**config.mk**
```make
export PLATFORM = sky130hd
export DESIGN_NAME = gmx_mux
export DESIGN_NICKNAME = d
export VERILOG_FILES = /design/src/common/gmx_pkg.sv /design/src/rtl/gmx_pin_cell.sv /design/src/rtl/gmx_mux.sv
export VERILOG_INCLUDE_DIRS = /design/src /design/src/common
export SDC_FILE = /design/constraint.sdc
export NUM_CORES = 1
export LEC_CHECK = 0
export BUFFER_PORTS_ARGS = -buffer_cell sky130_fd_sc_hd__buf_2
export CELL_PAD_IN_SITES_DETAIL_PLACEMENT = 1
export CELL_PAD_IN_SITES_GLOBAL_PLACEMENT = 2
export CORE_MARGIN = 3
export CORE_UTILIZATION = 32
export CTS_CLUSTER_SIZE = 14
export DETAILED_ROUTE_END_ITERATION = 8
export GPL_TIMING_DRIVEN = 1
export MAX_ROUTING_LAYER = met4
export PLACE_DENSITY_LB_ADDON = 0.1
export SLEW_MARGIN = 20
export SYNTH_ARGS = -nofsm -noshare
export SYNTH_HDL_FRONTEND = slang
export SYNTH_SLANG_ARGS = --single-unit
```
**constraint.sdc**
```tcl
create_clock -name aclk -period 2.96 [get_ports aclk]
set_input_delay 0 -clock aclk [delete_from_list [all_inputs] [get_ports aclk]]
set_output_delay 0 -clock aclk [all_outputs]
set_load 0.01 [all_outputs]
```
**src/common/gmx_params.svh**
```systemverilog
`ifndef GMX_PARAMS_SVH
`define GMX_PARAMS_SVH

// Pin function select codes
`define GMX_FN_ALT 9'h000
`define GMX_FN_GPIO 9'h001
`define GMX_FN_DSP 9'h002
`define GMX_FN_INTERRUPT_REQUEST_ONE 9'h003
`define GMX_FN_INTERRUPT_REQUEST_TWO 9'h004
`define GMX_FN_FLL_CLK 9'h010
`define GMX_FN_FLL_LOCK 9'h018
`define GMX_FN_DIVIDED_SYSTEM_CLOCK_OUT 9'h040
`define GMX_FN_PWM1 9'h048
`define GMX_FN_PWM2 9'h049
`define GMX_FN_SPDIF 9'h04c
`define GMX_FN_SPK_SHORT 9'h0b6
`define GMX_FN_SPK_SHDN 9'h0e0
`define GMX_FN_TEMP_SHDN 9'h0e1
`define GMX_FN_TEMP_WARN 9'h0e2
`define GMX_FN_TMR1 9'h140
`define GMX_FN_TMR4 9'h143
`define GMX_FN_EVL1 9'h150
`define GMX_FN_EVL4 9'h153

// Source bus bit positions
`define GMX_SRC_INTERRUPT_REQUEST_ONE 5'h00
`define GMX_SRC_INTERRUPT_REQUEST_TWO 5'h01
`define GMX_SRC_FLL_CLK 5'h02
`define GMX_SRC_FLL_LOCK 5'h03
`define GMX_SRC_DIVIDED_SYSTEM_CLOCK_OUT 5'h04
`define GMX_SRC_PWM1 5'h05
`define GMX_SRC_PWM2 5'h06
`define GMX_SRC_SPDIF 5'h07
`define GMX_SRC_SPK_SHORT 5'h08
`define GMX_SRC_SPK_SHDN 5'h09
`define GMX_SRC_TEMP_SHDN 5'h0a
`define GMX_SRC_TEMP_WARN 5'h0b
`define GMX_SRC_TMR1 5'h0c
`define GMX_SRC_EVL1 5'h10
`define GMX_SRC_W 20

// Register byte offsets
`define GMX_OFF_CTRL1 8'h00
`define GMX_OFF_CTRL16 8'h3c
`define GMX_OFF_LEVEL 8'h40
`define GMX_OFF_DRIVE 8'h44

// Control word fields
`define GMX_FN_LSB 0
`define GMX_FN_MSB 8
`define GMX_DIR_BIT 15
`define GMX_ODC_BIT 16

// Reset values
`define GMX_RST_FN 9'h001
`define GMX_RST_DIR 1'b1
`define GMX_RST_ODC 1'b0
`define GMX_RST_LVL 16'h0000

// Fixed alternate-function pin table, bit i is pin i+1
`define GMX_ALT_OUT_MASK 16'h8a31
`define GMX_ALT_IO_MASK 16'h554a
`define GMX_ALT_IN_MASK 16'h2084
`define GMX_ALT_OD_MASK 16'h8040

// AXI responses
`define GMX_RESP_OKAY 2'b00
`define GMX_RESP_SLVERR 2'b10

`endif

```
**src/common/gmx_pkg.sv**
```systemverilog
`include "gmx_params.svh"

package gmx_pkg;

    typedef enum logic [2:0] {
        GMX_K_ALT,
        GMX_K_GPIO,
        GMX_K_DSP,
        GMX_K_SRC,
        GMX_K_RSVD
    } gmx_kind_t;

    typedef struct packed {
        gmx_kind_t kind;
        logic [4:0] idx;
    } gmx_sel_t;

    typedef logic [8:0] gmx_fn_t;

    function automatic gmx_sel_t gmx_decode(input gmx_fn_t code);
        gmx_sel_t s;
        s.kind = GMX_K_SRC;
        s.idx = 5'h00;
        if (code == `GMX_FN_ALT) begin
            s.kind = GMX_K_ALT;
        end else if (code == `GMX_FN_GPIO) begin
            s.kind = GMX_K_GPIO;
        end else if (code == `GMX_FN_DSP) begin
            s.kind = GMX_K_DSP;
        end else if (code == `GMX_FN_INTERRUPT_REQUEST_ONE) begin
            s.idx = `GMX_SRC_INTERRUPT_REQUEST_ONE;
        end else if (code == `GMX_FN_INTERRUPT_REQUEST_TWO) begin
            s.idx = `GMX_SRC_INTERRUPT_REQUEST_TWO;
        end else if (code == `GMX_FN_FLL_CLK) begin
            s.idx = `GMX_SRC_FLL_CLK;
        end else if (code == `GMX_FN_FLL_LOCK) begin
            s.idx = `GMX_SRC_FLL_LOCK;
        end else if (code == `GMX_FN_DIVIDED_SYSTEM_CLOCK_OUT) begin
            s.idx = `GMX_SRC_DIVIDED_SYSTEM_CLOCK_OUT;
        end else if (code == `GMX_FN_PWM1) begin
            s.idx = `GMX_SRC_PWM1;
        end else if (code == `GMX_FN_PWM2) begin
            s.idx = `GMX_SRC_PWM2;
        end else if (code == `GMX_FN_SPDIF) begin
            s.idx = `GMX_SRC_SPDIF;
        end else if (code == `GMX_FN_SPK_SHORT) begin
            s.idx = `GMX_SRC_SPK_SHORT;
        end else if (code == `GMX_FN_SPK_SHDN) begin
            s.idx = `GMX_SRC_SPK_SHDN;
        end else if (code == `GMX_FN_TEMP_SHDN) begin
            s.idx = `GMX_SRC_TEMP_SHDN;
        end else if (code == `GMX_FN_TEMP_WARN) begin
            s.idx = `GMX_SRC_TEMP_WARN;
        end else if (code >= `GMX_FN_TMR1 && code <= `GMX_FN_TMR4) begin
            s.idx = `GMX_SRC_TMR1 + 5'(code[1:0]);
        end else if (code >= `GMX_FN_EVL1 && code <= `GMX_FN_EVL4) begin
            s.idx = `GMX_SRC_EVL1 + 5'(code[1:0]);
        end else begin
            s.kind = GMX_K_RSVD;
        end
        return s;
    endfunction : gmx_decode

endpackage : gmx_pkg

```
**src/rtl/gmx_pin_cell.sv**
```systemverilog
`timescale 1ns/1ps
`default_nettype none

`include "gmx_params.svh"

module gmx_pin_cell #(
    parameter int PIN = 0
) (
    input wire logic aclk,
    input wire logic aresetn,
    input wire gmx_pkg::gmx_fn_t fn,
    input wire logic dir,
    input wire logic odc,
    input wire logic lvl,
    input wire logic alt_o,
    input wire logic alt_oe,
    input wire logic dsp_o,
    input wire logic dsp_oe,
    input wire logic [`GMX_SRC_W-1:0] src,
    output logic pin_o,
    output logic pin_oe
);
    import gmx_pkg::*;

    gmx_sel_t sel;
    logic val;
    logic en;
    logic od;

    // Table held as constants so a pin's own bit can be selected
    localparam logic [15:0] ALT_OUT = `GMX_ALT_OUT_MASK;
    localparam logic [15:0] ALT_IO = `GMX_ALT_IO_MASK;
    localparam logic [15:0] ALT_OD = `GMX_ALT_OD_MASK;

    if (PIN < 0 || PIN > 15) begin : g_bad_pin
        $error("gmx_pin_cell: PIN out of range");
    end

    always_comb begin
        sel = gmx_decode(fn);
        val = 1'b0;
        en = 1'b0;
        od = odc;
        unique case (sel.kind)
            GMX_K_ALT: begin
                // Only this pin's own alternate is wired in
                val = alt_o;
                en = ALT_OUT[PIN] |
                     (ALT_IO[PIN] & alt_oe);
                od = ALT_OD[PIN];
            end
            GMX_K_GPIO: begin
                val = lvl;
                en = ~dir;
            end
            GMX_K_DSP: begin
                val = dsp_o;
                en = dsp_oe;
            end
            GMX_K_SRC: begin
                val = src[sel.idx];
                en = ~dir;
            end
            GMX_K_RSVD: begin
                val = 1'b0;
                en = 1'b0;
            end
        endcase
    end

    // Open drain only ever pulls low
    always_ff @(posedge aclk) begin
        if (!aresetn) begin
            pin_o <= 1'b0;
            pin_oe <= 1'b0;
        end else begin
            pin_o <= od ? 1'b0 : val;
            pin_oe <= en & (~od | ~val);
        end
    end

endmodule : gmx_pin_cell

`default_nettype wire

```
**src/rtl/gmx_mux.sv**
```systemverilog
`timescale 1ns/1ps
`default_nettype none

`include "gmx_params.svh"

module gmx_mux #(
    parameter int ADDR_W = 8
) (
    input wire logic aclk,
    input wire logic aresetn,
    // AXI4-Lite slave
    input wire logic [ADDR_W-1:0] s_axi_awaddr,
    input wire logic [2:0] s_axi_awprot,
    input wire logic s_axi_awvalid,
    output logic s_axi_awready,
    input wire logic [31:0] s_axi_wdata,
    input wire logic [3:0] s_axi_wstrb,
    input wire logic s_axi_wvalid,
    output logic s_axi_wready,
    output logic [1:0] s_axi_bresp,
    output logic s_axi_bvalid,
    input wire logic s_axi_bready,
    input wire logic [ADDR_W-1:0] s_axi_araddr,
    input wire logic [2:0] s_axi_arprot,
    input wire logic s_axi_arvalid,
    output logic s_axi_arready,
    output logic [31:0] s_axi_rdata,
    output logic [1:0] s_axi_rresp,
    output logic s_axi_rvalid,
    input wire logic s_axi_rready,
    // Pins
    input wire logic [15:0] pin_i,
    output logic [15:0] pin_o,
    output logic [15:0] pin_oe,
    // Alternate functions, bit i belongs to pin i+1
    input wire logic [15:0] alt_o,
    input wire logic [15:0] alt_oe,
    output logic [15:0] alt_in,
    // DSP path
    input wire logic [15:0] dsp_o,
    input wire logic [15:0] dsp_oe,
    output logic [15:0] dsp_in,
    // Logic input level for button detect
    output logic [15:0] gpio_in_level,
    // Internal status and clock sources
    input wire logic interrupt_request_one,
    input wire logic interrupt_request_two,
    input wire logic fll_one_clock,
    input wire logic fll_one_lock,
    input wire logic divided_system_clock_out,
    input wire logic [1:0] pwm_out,
    input wire logic spdif_out,
    input wire logic left_speaker_short,
    input wire logic speaker_shutdown_done,
    input wire logic temp_above_shutdown,
    input wire logic temp_above_warning,
    input wire logic [3:0] timer_pulse,
    input wire logic [3:0] event_fifo_not_empty
);
    import gmx_pkg::*;

    // The map needs seven address bits; the top bits are range-checked
    if (ADDR_W < 7 || ADDR_W > 32) begin : g_bad_addr_w
        $error("gmx_mux: ADDR_W must be 7 to 32");
    end

    ////////////////////////////////////////////////////////////////////////

    gmx_fn_t fn_q [16];
    logic [15:0] dir_q;
    logic [15:0] odc_q;
    logic [15:0] lvl_q;
    logic [15:0] pin_in_q;
    logic [`GMX_SRC_W-1:0] src;

    logic wr_go;
    logic rd_go;
    logic bvalid_q;
    logic [1:0] bresp_q;
    logic rvalid_q;
    logic [1:0] rresp_q;
    logic [31:0] rdata_q;
    logic [7:0] waddr;
    logic [7:0] raddr;
    logic ctrl_wr;
    logic [3:0] ctrl_idx;
    logic lvl_wr;
    logic rd_ctrl;
    logic [3:0] rd_idx;
    logic [1:0] bresp_d;
    logic [1:0] rresp_d;
    logic [31:0] rdata_d;
    logic [15:0] level_view;

    function automatic logic addr_is_ctrl(input logic [7:0] a);
        return a[1:0] == 2'b00 && a >= `GMX_OFF_CTRL1 &&
            a <= `GMX_OFF_CTRL16;
    endfunction : addr_is_ctrl

    function automatic logic addr_ok(input logic [7:0] a);
        return addr_is_ctrl(a) || a == `GMX_OFF_LEVEL ||
            a == `GMX_OFF_DRIVE;
    endfunction : addr_ok

    function automatic logic [3:0] ctrl_index(input logic [7:0] a);
        return a[5:2];
    endfunction : ctrl_index

    // Byte lanes of the level word; upper lanes carry nothing
    function automatic logic [15:0] merge_lanes(input logic [15:0] old,
            input logic [15:0] wd, input logic [1:0] be);
        logic [15:0] m;
        m = old;
        if (be[0]) begin
            m[7:0] = wd[7:0];
        end
        if (be[1]) begin
            m[15:8] = wd[15:8];
        end
        return m;
    endfunction : merge_lanes

    // Bits above the map must be zero, or the access is unmapped
    function automatic logic [7:0] low_addr(input logic [ADDR_W-1:0] a);
        logic [31:0] w;
        w = 32'(a);
        return (w[31:8] == 24'h000000) ? w[7:0] : 8'hff;
    endfunction : low_addr

    assign waddr = low_addr(s_axi_awaddr);
    assign raddr = low_addr(s_axi_araddr);

    ////////////////////////////////////////////////////////////////////////
    // Write channel: address and data taken together in one beat

    assign wr_go = s_axi_awvalid & s_axi_wvalid & ~bvalid_q;
    assign s_axi_awready = wr_go;
    assign s_axi_wready = wr_go;
    assign s_axi_bvalid = bvalid_q;
    assign s_axi_bresp = bresp_q;
    // Unmapped writes answer an error and change nothing
    assign bresp_d = addr_ok(waddr) ? `GMX_RESP_OKAY : `GMX_RESP_SLVERR;

    always_ff @(posedge aclk) begin
        if (!aresetn) begin
            bvalid_q <= 1'b0;
            bresp_q <= `GMX_RESP_OKAY;
        end else if (wr_go) begin
            bvalid_q <= 1'b1;
            bresp_q <= bresp_d;
        end else if (s_axi_bready) begin
            bvalid_q <= 1'b0;
        end
    end

    ////////////////////////////////////////////////////////////////////////
    // Control and level registers

    // Decoded once so every field register sees the same strobe
    assign ctrl_wr = wr_go && addr_is_ctrl(waddr);
    assign ctrl_idx = ctrl_index(waddr);
    assign lvl_wr = wr_go && waddr == `GMX_OFF_LEVEL;

    // Software owns codes and direction; hardware does not check them
    always_ff @(posedge aclk) begin
        if (!aresetn) begin
            for (int i = 0; i < 16; i++) begin
                fn_q[i] <= `GMX_RST_FN;
            end
        end else if (ctrl_wr) begin
            if (s_axi_wstrb[0]) begin
                fn_q[ctrl_idx][7:0] <= s_axi_wdata[7:0];
            end
            if (s_axi_wstrb[1]) begin
                fn_q[ctrl_idx][8] <= s_axi_wdata[`GMX_FN_MSB];
            end
        end
    end

    // Direction shares byte lane 1 with the top code bit
    always_ff @(posedge aclk) begin
        if (!aresetn) begin
            dir_q <= {16{`GMX_RST_DIR}};
        end else if (ctrl_wr && s_axi_wstrb[1]) begin
            dir_q[ctrl_idx] <= s_axi_wdata[`GMX_DIR_BIT];
        end
    end

    always_ff @(posedge aclk) begin
        if (!aresetn) begin
            odc_q <= {16{`GMX_RST_ODC}};
        end else if (ctrl_wr && s_axi_wstrb[2]) begin
            odc_q[ctrl_idx] <= s_axi_wdata[`GMX_ODC_BIT];
        end
    end

    // Lanes 0 and 1 carry pins 1-8 and 9-16
    always_ff @(posedge aclk) begin
        if (!aresetn) begin
            lvl_q <= `GMX_RST_LVL;
        end else if (lvl_wr) begin
            lvl_q <= merge_lanes(lvl_q, s_axi_wdata[15:0], s_axi_wstrb[1:0]);
        end
    end

    ////////////////////////////////////////////////////////////////////////
    // Read channel

    assign rd_go = s_axi_arvalid & ~rvalid_q;
    assign s_axi_arready = rd_go;
    assign s_axi_rvalid = rvalid_q;
    assign s_axi_rdata = rdata_q;
    assign s_axi_rresp = rresp_q;

    function automatic logic [31:0] ctrl_word(input logic [3:0] i,
            input gmx_fn_t f, input logic [15:0] d, input logic [15:0] o);
        logic [31:0] w;
        w = 32'h00000000;
        w[`GMX_FN_MSB:`GMX_FN_LSB] = f;
        w[`GMX_DIR_BIT] = d[i];
        w[`GMX_ODC_BIT] = o[i];
        return w;
    endfunction : ctrl_word

    assign rd_ctrl = addr_is_ctrl(raddr);
    assign rd_idx = ctrl_index(raddr);
    // Driven pins read the stored level, others the pin
    assign level_view = (lvl_q & pin_oe) | (pin_in_q & ~pin_oe);

    // Next read answer, worked out from the address and the current register and pin state
    always_comb begin
        rdata_d = 32'h00000000;
        rresp_d = `GMX_RESP_OKAY;
        if (rd_ctrl) begin
            rdata_d = ctrl_word(rd_idx, fn_q[rd_idx], dir_q, odc_q);
        end else if (raddr == `GMX_OFF_LEVEL) begin
            rdata_d = {16'h0000, level_view};
        end else if (raddr == `GMX_OFF_DRIVE) begin
            rdata_d = {16'h0000, pin_oe};
        end else begin
            rresp_d = `GMX_RESP_SLVERR;
        end
    end

    always_ff @(posedge aclk) begin
        if (!aresetn) begin
            rvalid_q <= 1'b0;
            rresp_q <= `GMX_RESP_OKAY;
            rdata_q <= 32'h00000000;
        end else if (rd_go) begin
            rvalid_q <= 1'b1;
            rresp_q <= rresp_d;
            rdata_q <= rdata_d;
        end else if (s_axi_rready) begin
            rvalid_q <= 1'b0;
        end
    end

    ////////////////////////////////////////////////////////////////////////
    // Pin inputs fan out to every consumer from one register

    always_ff @(posedge aclk) begin
        if (!aresetn) begin
            pin_in_q <= 16'h0000;
        end else begin
            pin_in_q <= pin_i;
        end
    end

    assign alt_in = pin_in_q;
    assign dsp_in = pin_in_q;
    assign gpio_in_level = pin_in_q;

    ////////////////////////////////////////////////////////////////////////
    // Source bus; order matches the source index defines

    always_comb begin
        src = '0;
        src[`GMX_SRC_INTERRUPT_REQUEST_ONE] = interrupt_request_one;
        src[`GMX_SRC_INTERRUPT_REQUEST_TWO] = interrupt_request_two;
        src[`GMX_SRC_FLL_CLK] = fll_one_clock;
        src[`GMX_SRC_FLL_LOCK] = fll_one_lock;
        src[`GMX_SRC_DIVIDED_SYSTEM_CLOCK_OUT] = divided_system_clock_out;
        src[`GMX_SRC_PWM1] = pwm_out[0];
        src[`GMX_SRC_PWM2] = pwm_out[1];
        src[`GMX_SRC_SPDIF] = spdif_out;
        src[`GMX_SRC_SPK_SHORT] = left_speaker_short;
        src[`GMX_SRC_SPK_SHDN] = speaker_shutdown_done;
        src[`GMX_SRC_TEMP_SHDN] = temp_above_shutdown;
        src[`GMX_SRC_TEMP_WARN] = temp_above_warning;
        for (int t = 0; t < 4; t++) begin
            src[`GMX_SRC_TMR1 + 5'(t)] = timer_pulse[t];
            src[`GMX_SRC_EVL1 + 5'(t)] = event_fifo_not_empty[t];
        end
    end

    ////////////////////////////////////////////////////////////////////////
    // One cell per pin. Clocks pass through a flop at 200 MHz, so
    // forwarded clocks carry up to one cycle of jitter; keep them slow.

    for (genvar p = 0; p < 16; p++) begin : g_pin
        gmx_pin_cell #(
            .PIN(p)
        ) u_cell (
            .aclk(aclk),
            .aresetn(aresetn),
            .fn(fn_q[p]),
            .dir(dir_q[p]),
            .odc(odc_q[p]),
            .lvl(lvl_q[p]),
            .alt_o(alt_o[p]),
            .alt_oe(alt_oe[p]),
            .dsp_o(dsp_o[p]),
            .dsp_oe(dsp_oe[p]),
            .src(src),
            .pin_o(pin_o[p]),
            .pin_oe(pin_oe[p])
        );
    end

endmodule : gmx_mux

`default_nettype wire

```
==> results of run 1 <==
[power breakdown]
| part | switching, mW | internal [mW] | leakage (nW) |
|---|---|---|---|
| Clock | 1.78 | 2.49 | 0.563 |
| Combinational | 1.06 | 0.686 | 8.06 |
| Sequential | 0.102 | 3.89 | 2.46 |
[through the flow]
stage               TNS [ps]  utilization  cell area (um^2)  power [mW]
finish                     0        0.419             27300        10.0
global route            -561        0.419             27300        10.3
CTS                        0        0.404             26300        10.0
detailed placement      -141        0.372             24300        5.62
global placement           0        0.372             24300        5.60
floorplan                  0            -             21300        4.88
[how the worst min path moves through the flow]
| stage | startpoint | to | slack [ps] | cells past startpoint |
|---|---|---|---|---|
| final | dsp_oe[12] | g_pin[12].u_cell.pin_oe | 30 | 6 |
| after global routing | dsp_oe[12] | g_pin[12].u_cell.pin_oe | 50 | 6 |
| after CTS | alt_oe[14] | g_pin[14].u_cell.pin_oe | 3 | 4 |
| after detailed placement | pin_i[12] | alt_in[12] | 210 | 2 |
| after global placement | pin_i[0] | alt_in[0] | 210 | 2 |
| after floorplan | pin_i[0] | alt_in[0] | 130 | 1 |
[kinds of logic after synthesis]
kind of cell               count (synthesis)
and+or+nand+nor                         1025
xor gates and xnor gates                  14
other                                      1
muxes                                    240
DFF                                      261
buffers and inverters                    342
AOI/OAI and AO/OA                        587
adders and majority gates                  8
[Yosys cell counts, types with 10 or more instances]
master,number
nand2b_1,27
mux2i_1,149
o31ai_1,15
nand3b_1,21
a211oi_1,20
inv_1,70
a22oi_1,12
o2111ai_1,10
o21ai_0,127
a21oi_1,153
nand4b_1,12
nor4_1,36
edfxtp_1,144
clkbuf_1,146
o22ai_1,20
and3_1,17
dfxtp_1,117
and2_1,141
mux2_2,24
buf_4,86
nand4_1,28
nor3b_1,21
nand2_1,187
a21o_1,12
or2_2,11
buf_2,21
a31oi_1,36
or4_1,12
or3_1,29
nor2b_1,36
nor3_1,58
o211ai_1,19
mux4_2,61
nor2_1,219
nand3_1,103
a222oi_1,10
[per-layer routing]
layer  vias up  routed length (um)  track usage
met1     11300               46000        0.396
met3       165                7330       0.0359
met5         -                   0            -
met4         0                3450       0.0877
li1      10100                   -            -
met2       864               49400        0.478
[final cells by class]
type | count | area [um^2] | area share
well taps | 855 | 1070 | 0.0391
clock buffers | 49 | 1010 | 0.0371
inverters | 73 | 274 | 0.0100
clock inverters | 14 | 110 | 0.00403
multi-input cells | 1892 | 13500 | 0.494
repair buffers | 656 | 4690 | 0.172
diodes | 4 | 10.0 | 0.000366
flip-flops and latches | 261 | 6670 | 0.244
[flip-flops by register name, summed over array words and instances, names as in the netlist]
signal               flops
lvl_q                   16
s_axi_bresp              1
s_axi_rdata             17
alt_in                  16
fn_q                   144
odc_q                   16
s_axi_rvalid             1
g_pin.u_cell.pin_o      16
s_axi_rresp              1
g_pin.u_cell.pin_oe     16
dir_q                   16
s_axi_bvalid             1
[placed cells by master (no fill, tap or decap), types with 114 or more instances in the layout]
cell type	count
mux2i_1	148
nor2_1	212
nand2_1	187
edfxtp_1	144
dfxtp_1	117
and2_1	140
o21ai_0	114
buf_2	235
buf_4	319
a21oi_1	148
[critical path: cells and delay by family, from the launching register on]
| family | cells | cell delay (ps) |
|---|---|---|
| AO/OA/AOI/OAI | 5 | 1100 |
| flip-flops | 1 | 390 |
| multiplexers | 1 | 230 |
| AND/OR/NAND/NOR | 4 | 1140 |
[timing repair]
item,CTS,global route
setup endpoints to repair,7,29
resized for setup,9,107
endpoints found under the hold margin,90,0
hold buffers,88,0
pin swaps,5,38
setup buffers,1,68
cloned,0,2
==> flow_metrics.env, run 1 <==
export IMPL_status="finished clean"
export IMPL_filler_cell_count=7590
export IMPL_min_path_type="in -> reg"
export IMPL_syn_cell_area_um2=21300
export IMPL_seq_area_frac_synth=0.313
export IMPL_first_pass_iters=7
export IMPL_grt_pass1_wl_um=151000
export IMPL_yosys_area_top_type_share=0.203
export IMPL_synth_fa_ha_area_frac=0.00376
export IMPL_synth_area_top_cells="edfxtp_1 (20%), dfxtp_1 (11%), mux2i_1 (7.0%)"
export IMPL_crit_arrival_ps=3420
export IMPL_grt_start_max_net_pins=61
export IMPL_setup_ws_ps=31.6
export IMPL_cap_violations=0
export IMPL_clk_pin_slew_ps=60
export IMPL_ys_ff_latch=261
export IMPL_start_kind="flip-flop"
export IMPL_ctsHtreeMaxLevel=2
export IMPL_critPathKind="reg -> reg"
export IMPL_synth_cells=2478
export IMPL_yosys_cell_types_count=111
export IMPL_die_x_um=264
export IMPL_rows=93
export IMPL_synthToLayoutAreaGrowth_pct=28.4
export IMPL_period_minus_slack_ps=2930
export IMPL_synth_area_per_cell_um2=8.59
export IMPL_dp_cells=3578
export IMPL_synth_compound_area_frac=0.185
export IMPL_crit_start="fn_q[6][7]"
export IMPL_ir_drop_uv=431
export IMPL_gp_congestion=0.937
export IMPL_antenna_found_initial=15
export IMPL_relSlewSlack=0.425
export IMPL_synth_ff_type="edfxtp_1"
export IMPL_worstPathRequired_ps=3450
export IMPL_drive_gt1_frac=0.285
export IMPL_power_leakage_nw=11.1
export IMPL_grt_pass1_vias=21800
export IMPL_crit_chain="or3b_4, or4b_4, o21ai_2, a211o_4, mux2i_1, nor2_1, a311oi_1, nor4_2, a311o_1, a31oi_1"
export IMPL_overflow=0
export IMPL_synth_top_family_by_area="simple AND/OR/NAND/NOR gates"
export IMPL_numClockSinks=261
export IMPL_fin_crit_sh=0.989
export IMPL_dp_slack_ps=-44.6
export IMPL_setup_viol=0
export IMPL_pin_count=286
export IMPL_slowest_stage="or4b_4"
export IMPL_critPathMaxStageDelay_ps=540
export IMPL_detail_route_antenna_nets=0
export IMPL_final_cells=3804
export IMPL_ys_async_sr_fraction=0
export IMPL_rr_worst_depth=10
export IMPL_rsz0062_at_grt="yes"
export IMPL_synth_xor_area_share=0.00576
export IMPL_yosys_area_top_type="edfxtp_1"
export IMPL_remaining_drc_errors=0
export IMPL_finClkSkew_ps=21.4
export IMPL_tritoncts="done"
export IMPL_drv_slew=0
export IMPL_max_freq_ghz=0.341
export IMPL_clk_latency_ps=570
export IMPL_synth_warnings=0
export IMPL_hpwl_um=76500
export IMPL_fp_dieH_um=264
export IMPL_synth_simple_area_share=0.259
export IMPL_endpoint="g_pin[6].u_cell.pin_oe"
export IMPL_worstMarginPinSlew_ps=862
export IMPL_core_um2=65200
export IMPL_wl_per_cell_um=27.9
export IMPL_layout_nets=3084
export IMPL_grt_usage=0.298
export IMPL_drtIter0Drc=1901
export IMPL_post_synth_mux_area_share=0.154
export IMPL_r2r_start="fn_q[6][7]"
export IMPL_crit_path_end_kind="flip-flop"
export IMPL_power_density_nw_per_um2=366
export IMPL_r2r_end="g_pin[6].u_cell.pin_oe"
export IMPL_hold_ws_ps=33.5
export IMPL_numCtsBuffers=35
export IMPL_viasPerCell=5.88
export IMPL_port_buffers=237
export IMPL_clock_path_buffers=3
export IMPL_synth_edff_count=144
export IMPL_vias=22400
export IMPL_routed_wl_um=106000
export IMPL_die_area_um2=69700
export IMPL_hold_violations=0
export IMPL_start_util=0.327
export IMPL_root_buffer="clkbuf_16"
export IMPL_reg2reg_slack_ps=30
export IMPL_path_max_fanout=11
Power figures use the tool's default switching activity.
==> inputs of run 2 (changes only) <==
Settings changed: CORE_UTILIZATION 32 to 39.
Clock period 2.96 ns to 3.5 ns, I/O delays scaled along.
==> run 2 against run 1 <==
  * Flip-flop and latch count unchanged
  * Worst hold slack got worse by 17 ps
  * Register-to-register slack improved by 80 ps
  * Final cell count decreased by 10%
  * Critical endpoint is now g_pin[7].u_cell.pin_o
  * Utilization increased by 4.8 points
  * Total power decreased by 19%
  * Critical path type unchanged
  * Final area decreased by 8.9%
  * Sequential power decreased by 14%
  * Sequential share of layout area increased by 2.4 points
  * First-iteration DRC count increased by 12%
==> flow_metrics.env, run 2 (synthesis gave the netlist of run 1 again) <==
export IMPL_top_layer="met4"
export IMPL_critPathKind="reg -> reg"
export IMPL_layout_common_cells="buf_2 (236), nor2_1 (216), nand2_1 (188)"
export IMPL_finClkSkew_ps=12.5
export IMPL_path_delay_family="compound AO/OA/AOI/OAI gates"
export IMPL_crit_chain="or4_1, a211oi_1, a31oi_2, nand2_2, nor2_1, o311a_1, o311ai_0, a31oi_1, a211oi_2, nor3_1, dlygate4sd3_1"
export IMPL_regMostFlops="fn_q"
export IMPL_crit_buf_inv=1
export IMPL_worstPathRequired_ps=3970
export IMPL_synthToLayoutAreaGrowth_pct=16.9
export IMPL_core_um2=53300
export IMPL_path_max_fanout=7
export IMPL_layout_nets=2854
export IMPL_crit_arrival_ps=3850
export IMPL_hold_violations=0
export IMPL_worstMarginPinSlew_ps=995
export IMPL_rsz0062_at_grt="yes"
export IMPL_power_leakage_nw=9.74
export IMPL_grt_usage=0.328
export IMPL_crit_path_end_kind="flip-flop"
export IMPL_critPathMaxStageDelay_ps=610
export IMPL_start_util=0.400
export IMPL_grt_pass1_vias=21000
export IMPL_start_kind="flip-flop"
export IMPL_pin_count=286
export IMPL_die_area_um2=57400
export IMPL_setup_viol=0
export IMPL_layout_commonest_cell="buf_2"
export IMPL_wl_per_cell_um=27.7
export IMPL_drv_slew=0
export IMPL_min_path_type="in -> reg"
export IMPL_die_x_um=240
export IMPL_tritoncts="done"
export IMPL_routed_wl_um=94500
export IMPL_relSlewSlack=0.336
export IMPL_fp_dieH_um=240
export IMPL_vias=21600
export IMPL_overflow=0
export IMPL_wl_met3_um=7610
export IMPL_ctsHtreeMaxLevel=1
export IMPL_power_density_nw_per_um2=327
export IMPL_gp_congestion=0.953
export IMPL_largest_reg_flops=144
export IMPL_drtIter0Drc=2129
export IMPL_total_power_mw=8.13
export IMPL_clk_pin_slew_ps=70
export IMPL_route_met2_wl_um=42900
export IMPL_setup_ws_ps=112
export IMPL_ir_drop_uv=357
export IMPL_rows=84
export IMPL_port_buffers=237
export IMPL_numClockSinks=261
export IMPL_viasPerCell=6.34
export IMPL_numCtsBuffers=31
export IMPL_clk_latency_ps=590
export IMPL_grt_pass1_wl_um=137000
export IMPL_antenna_found_initial=16
export IMPL_status="finished clean"
export IMPL_max_freq_ghz=0.295
export IMPL_first_pass_iters=5
export IMPL_period_minus_slack_ps=3390
export IMPL_slowest_stage="dlygate4sd3_1"
export IMPL_drive_gt1_frac=0.206
export IMPL_fin_crit_sh=0.968
export IMPL_root_buffer="clkbuf_16"
export IMPL_wl_met1_um=39800
export IMPL_grt_start_max_net_pins=75
export IMPL_detail_route_antenna_nets=0
export IMPL_clock_path_buffers=3
export IMPL_hpwl_um=68000
export IMPL_cap_violations=0
export IMPL_remaining_drc_errors=0
export IMPL_filler_cell_count=6260
export IMPL_dp_slack_ps=168
-- run 2: final timing paths --
path | start | end | slack [ps] | depth (start not counted)
worst max-delay path | fn_q[7][5] | g_pin[7].u_cell.pin_o | 110 | 11
worst min register to register | dir_q[2] | dir_q[2] | 500 | 2
worst max register to register | fn_q[7][5] | g_pin[7].u_cell.pin_o | 110 | 11
worst min-delay path | dsp_o[5] | g_pin[5].u_cell.pin_o | 20 | 5
-- run 2: layout make-up --
class / count / area, um^2 / share of cell area
Clock inverter: 19 / 203 / 0.00814
Inverter: 73 / 274 / 0.0110
Sequential cell: 261 / 6670 / 0.268
Antenna cell: 8 / 20.0 / 0.000804
Timing Repair Buffer: 430 / 2890 / 0.116
Clock buffer: 38 / 876 / 0.0352
Multi-Input combinational cell: 1892 / 13100 / 0.526
Tap cell: 688 / 861 / 0.0346
-- run 2: stage by stage --
| step | util | instances | hold WS (ps) | setup TNS (ps) | area [um^2] |
|---|---|---|---|---|---|
| after floorplan | - | 2494 | 127 | 0 | 21300 |
| after global placement | 0.425 | 3236 | 207 | 0 | 22700 |
| after detailed placement | 0.425 | 3236 | 211 | 0 | 22700 |
| after CTS | 0.462 | 3382 | 0.143 | 0 | 24600 |
| after global routing | 0.467 | 3407 | 36.5 | -67.0 | 24900 |
| final | 0.467 | 3409 | 17.0 | 0 | 24900 |
-- run 2: where the power goes --
| group | internal, mW | leakage, nW | switching [mW] |
|---|---|---|---|
| Clock | 2.01 | 0.511 | 1.46 |
| Combinational | 0.481 | 6.76 | 0.766 |
| Sequential | 3.29 | 2.46 | 0.126 |
-- run 2: worst reg2reg max path: stages, from the launching register on --
cell	delay [ps]
edfxtp_1	480
or4_1	580
a211oi_1	300
a31oi_2	120
nand2_2	190
nor2_1	60
o311a_1	320
o311ai_0	90
a31oi_1	180
a211oi_2	250
nor3_1	80
dlygate4sd3_1	610
-- run 2: metal layers --
| layer | track usage | vias up |
|---|---|---|
| met4 | 0.121 | 0 |
| met1 | 0.433 | 10800 |
| met2 | 0.517 | 965 |
| met3 | 0.0405 | 198 |
| li1 | - | 9656 |
| met5 | - | - |
-- run 2: timing repair --
action / in CTS / in global routing
setup endpoints to repair: 0 / 11
gates resized for setup: 0 / 21
hold endpoints to repair: 106 / 0
buffers inserted: 0 / 18
hold buffers: 89 / 0
==> inputs of run 3 (changes only) <==
--- a/config.mk
+++ b/config.mk
@@ -11,4 +11,5 @@
 export CELL_PAD_IN_SITES_GLOBAL_PLACEMENT = 2
+export CORE_ASPECT_RATIO = 2
 export CORE_MARGIN = 3
-export CORE_UTILIZATION = 39
+export CORE_UTILIZATION = 32
 export CTS_CLUSTER_SIZE = 14
==> constraint.sdc (replaced) <==
create_clock -name aclk -period 2.8 [get_ports aclk]
set_input_delay 0.14 -clock aclk [delete_from_list [all_inputs] [get_ports aclk]]
set_output_delay 0.14 -clock aclk [all_outputs]
set_load 0.01 [all_outputs]
==> run 3 against run 2 <==
  * The run now ends with negative setup slack left
  * Non-clock buffer count up 318
  * Final area up 14%
  * Register-to-register slack worse by 120 ps
  * Via count up 6.4%
  * Count of clock-buffer cells in the layout up 1
  * Worst hold slack about the same
  * Wire length up 20%
==> flow_metrics.env, run 3 (synthesis gave the netlist of run 1 again) <==
export IMPL_root_buffer="clkbuf_16"
export IMPL_fin_util=0.429
export IMPL_numClockSinks=261
export IMPL_vias=23000
export IMPL_setup_viol=1
export IMPL_power_leakage_nw=11.6
export IMPL_crit_chain="buf_6, nor4bb_4, buf_4, a32oi_2, nor2_1, a211oi_2, buf_4, o41ai_2, a31oi_1, a311oi_1, o211ai_1, nand3b_1, a211oi_1"
export IMPL_grt_start_max_net_pins=38
export IMPL_detail_route_antenna_nets=0
export IMPL_clock_path_buffers=3
export IMPL_finClkSkew_ps=27.7
export IMPL_layout_commonest_cell="buf_4"
export IMPL_power_density_nw_per_um2=370
export IMPL_wl_met3_um=5490
export IMPL_pin_count=286
export IMPL_ctsHtreeMaxLevel=1
export IMPL_clk_pin_slew_ps=60
export IMPL_crit_path_end_kind="flip-flop"
export IMPL_wl_met1_um=40200
export IMPL_layout_common_cells="buf_4 (429), buf_2 (235), nor2_1 (210)"
export IMPL_antenna_found_initial=8
export IMPL_largest_reg_flops=144
export IMPL_hpwl_um=85600
export IMPL_port_buffers=237
export IMPL_filler_cell_count=7747
export IMPL_regMostFlops="fn_q"
export IMPL_rsz0062_at_grt="yes"
export IMPL_die_x_um=188
export IMPL_fp_dieH_um=371
export IMPL_layout_nets=3170
export IMPL_crit_arrival_ps=3290
export IMPL_gp_congestion=0.979
export IMPL_cap_violations=0
export IMPL_worstMarginPinSlew_ps=925
export IMPL_die_area_um2=69800
export IMPL_grt_usage=0.321
export IMPL_first_pass_iters=8
export IMPL_grt_pass1_wl_um=161000
export IMPL_core_um2=65900
export IMPL_routed_wl_um=113000
export IMPL_tritoncts="done"
export IMPL_crit_buf_inv=3
export IMPL_critPathKind="reg -> reg"
export IMPL_wl_per_cell_um=29.0
export IMPL_max_freq_ghz=0.356
export IMPL_fin_crit_sh=1.00
export IMPL_path_delay_family="compound AO/OA/AOI/OAI gates"
export IMPL_setup_ws_ps=-7.74
export IMPL_route_met2_wl_um=59700
export IMPL_ir_drop_uv=474
export IMPL_numCtsBuffers=29
export IMPL_drv_slew=0
export IMPL_critPathMaxStageDelay_ps=520
export IMPL_overflow=0
export IMPL_grt_pass1_vias=23900
export IMPL_remaining_drc_errors=0
export IMPL_path_common_cell="buf_4"
export IMPL_start_util=0.323
export IMPL_drtIter0Drc=1429
export IMPL_status="finished, violations left"
export IMPL_hold_violations=0
export IMPL_start_kind="flip-flop"
export IMPL_clk_latency_ps=620
export IMPL_drive_gt1_frac=0.332
export IMPL_path_max_fanout=7
export IMPL_rows=133
export IMPL_top_layer="met4"
export IMPL_viasPerCell=5.88
export IMPL_relSlewSlack=0.382
export IMPL_worstPathRequired_ps=3280
export IMPL_min_path_type="in -> reg"
export IMPL_slowest_stage="edfxtp_1"
export IMPL_failed_checks="negative setup slack"
export IMPL_setup_tns_ps=-7.74
export IMPL_period_minus_slack_ps=2810
export IMPL_dp_slack_ps=-268
export IMPL_synthToLayoutAreaGrowth_pct=32.8
==> run 3: cell count changes in the layout (fill, tap and decap cells not counted), sizes merged <==
cell	change
mux2i	+1
nand2	-1
dlygate4sd3	-24
buf	+342
clkinvlp	-6
diode	-5
bufinv	+1
inv	+1
clkinv	-1
clkbuf	+1
==> run 3: final cells by class <==
type	count	area, um^2	area share
Multi-Input combinational cell	1892	13900	0.491
Tap cell	877	1100	0.0388
Inverter	73	274	0.00969
Sequential cell	261	6670	0.236
Antenna cell	3	7.51	0.000266
Clock buffer	39	842	0.0298
Clock inverter	14	180	0.00637
Timing Repair Buffer	748	5330	0.189
==> run 3: where the power goes <==
| group | total [mW] | switching (mW) | internal (mW) |
|---|---|---|---|
| logic | 1.95 | 1.18 | 0.776 |
| clock network | 4.28 | 1.80 | 2.48 |
| registers | 4.22 | 0.107 | 4.11 |
| total | 10.5 | 3.09 | 7.36 |
==> run 3: timing repair <==
| item | 4_1_cts | 5_1_grt |
|---|---|---|
| hold buffers | 65 | 0 |
| cloned | 0 | 2 |
| endpoints found under the hold margin | 73 | 0 |
| endpoints found under the setup margin | 24 | 120 |
| buffers inserted | 34 | 46 |
| resized for setup | 65 | 138 |
| pin swaps | 35 | 71 |
==> run 3: per-layer routing <==
metal | GRT usage | vias to the layer above
met2 | 0.595 | 881
met3 | 0.0337 | 283
met5 | - | -
met1 | 0.328 | 11600
met4 | 0.180 | 0
li1 | - | 10300
==> run 3: per-stage QoR <==
stage	hold WS [ps]	instance area (um^2)	power, mW	cells
2_1_floorplan	267	21400	5.16	2494
3_3_place_gp	348	25100	6.02	3706
3_5_place_dp	351	25100	6.04	3706
4_1_cts	0.923	27300	10.4	3857
5_1_grt	21.9	28300	10.7	3906
6_report	17.0	28300	10.5	3907
==> run 3: worst min-delay path, cell delays in order <==
cell,delay (ps)
buf_2,80
a21boi_0,100
o2bb2ai_1,170
a31oi_1,80
==> run 3: final timing paths <==
path | cells past startpoint | slack, ps | start | to
setup / recovery | 13 | -8 | fn_q[10][7] | g_pin[10].u_cell.pin_o
hold / removal | 4 | 20 | dsp_o[13] | g_pin[13].u_cell.pin_oe
setup reg to reg | 13 | -8 | fn_q[10][7] | g_pin[10].u_cell.pin_o
hold reg to reg | 2 | 490 | s_axi_rvalid | s_axi_rvalid
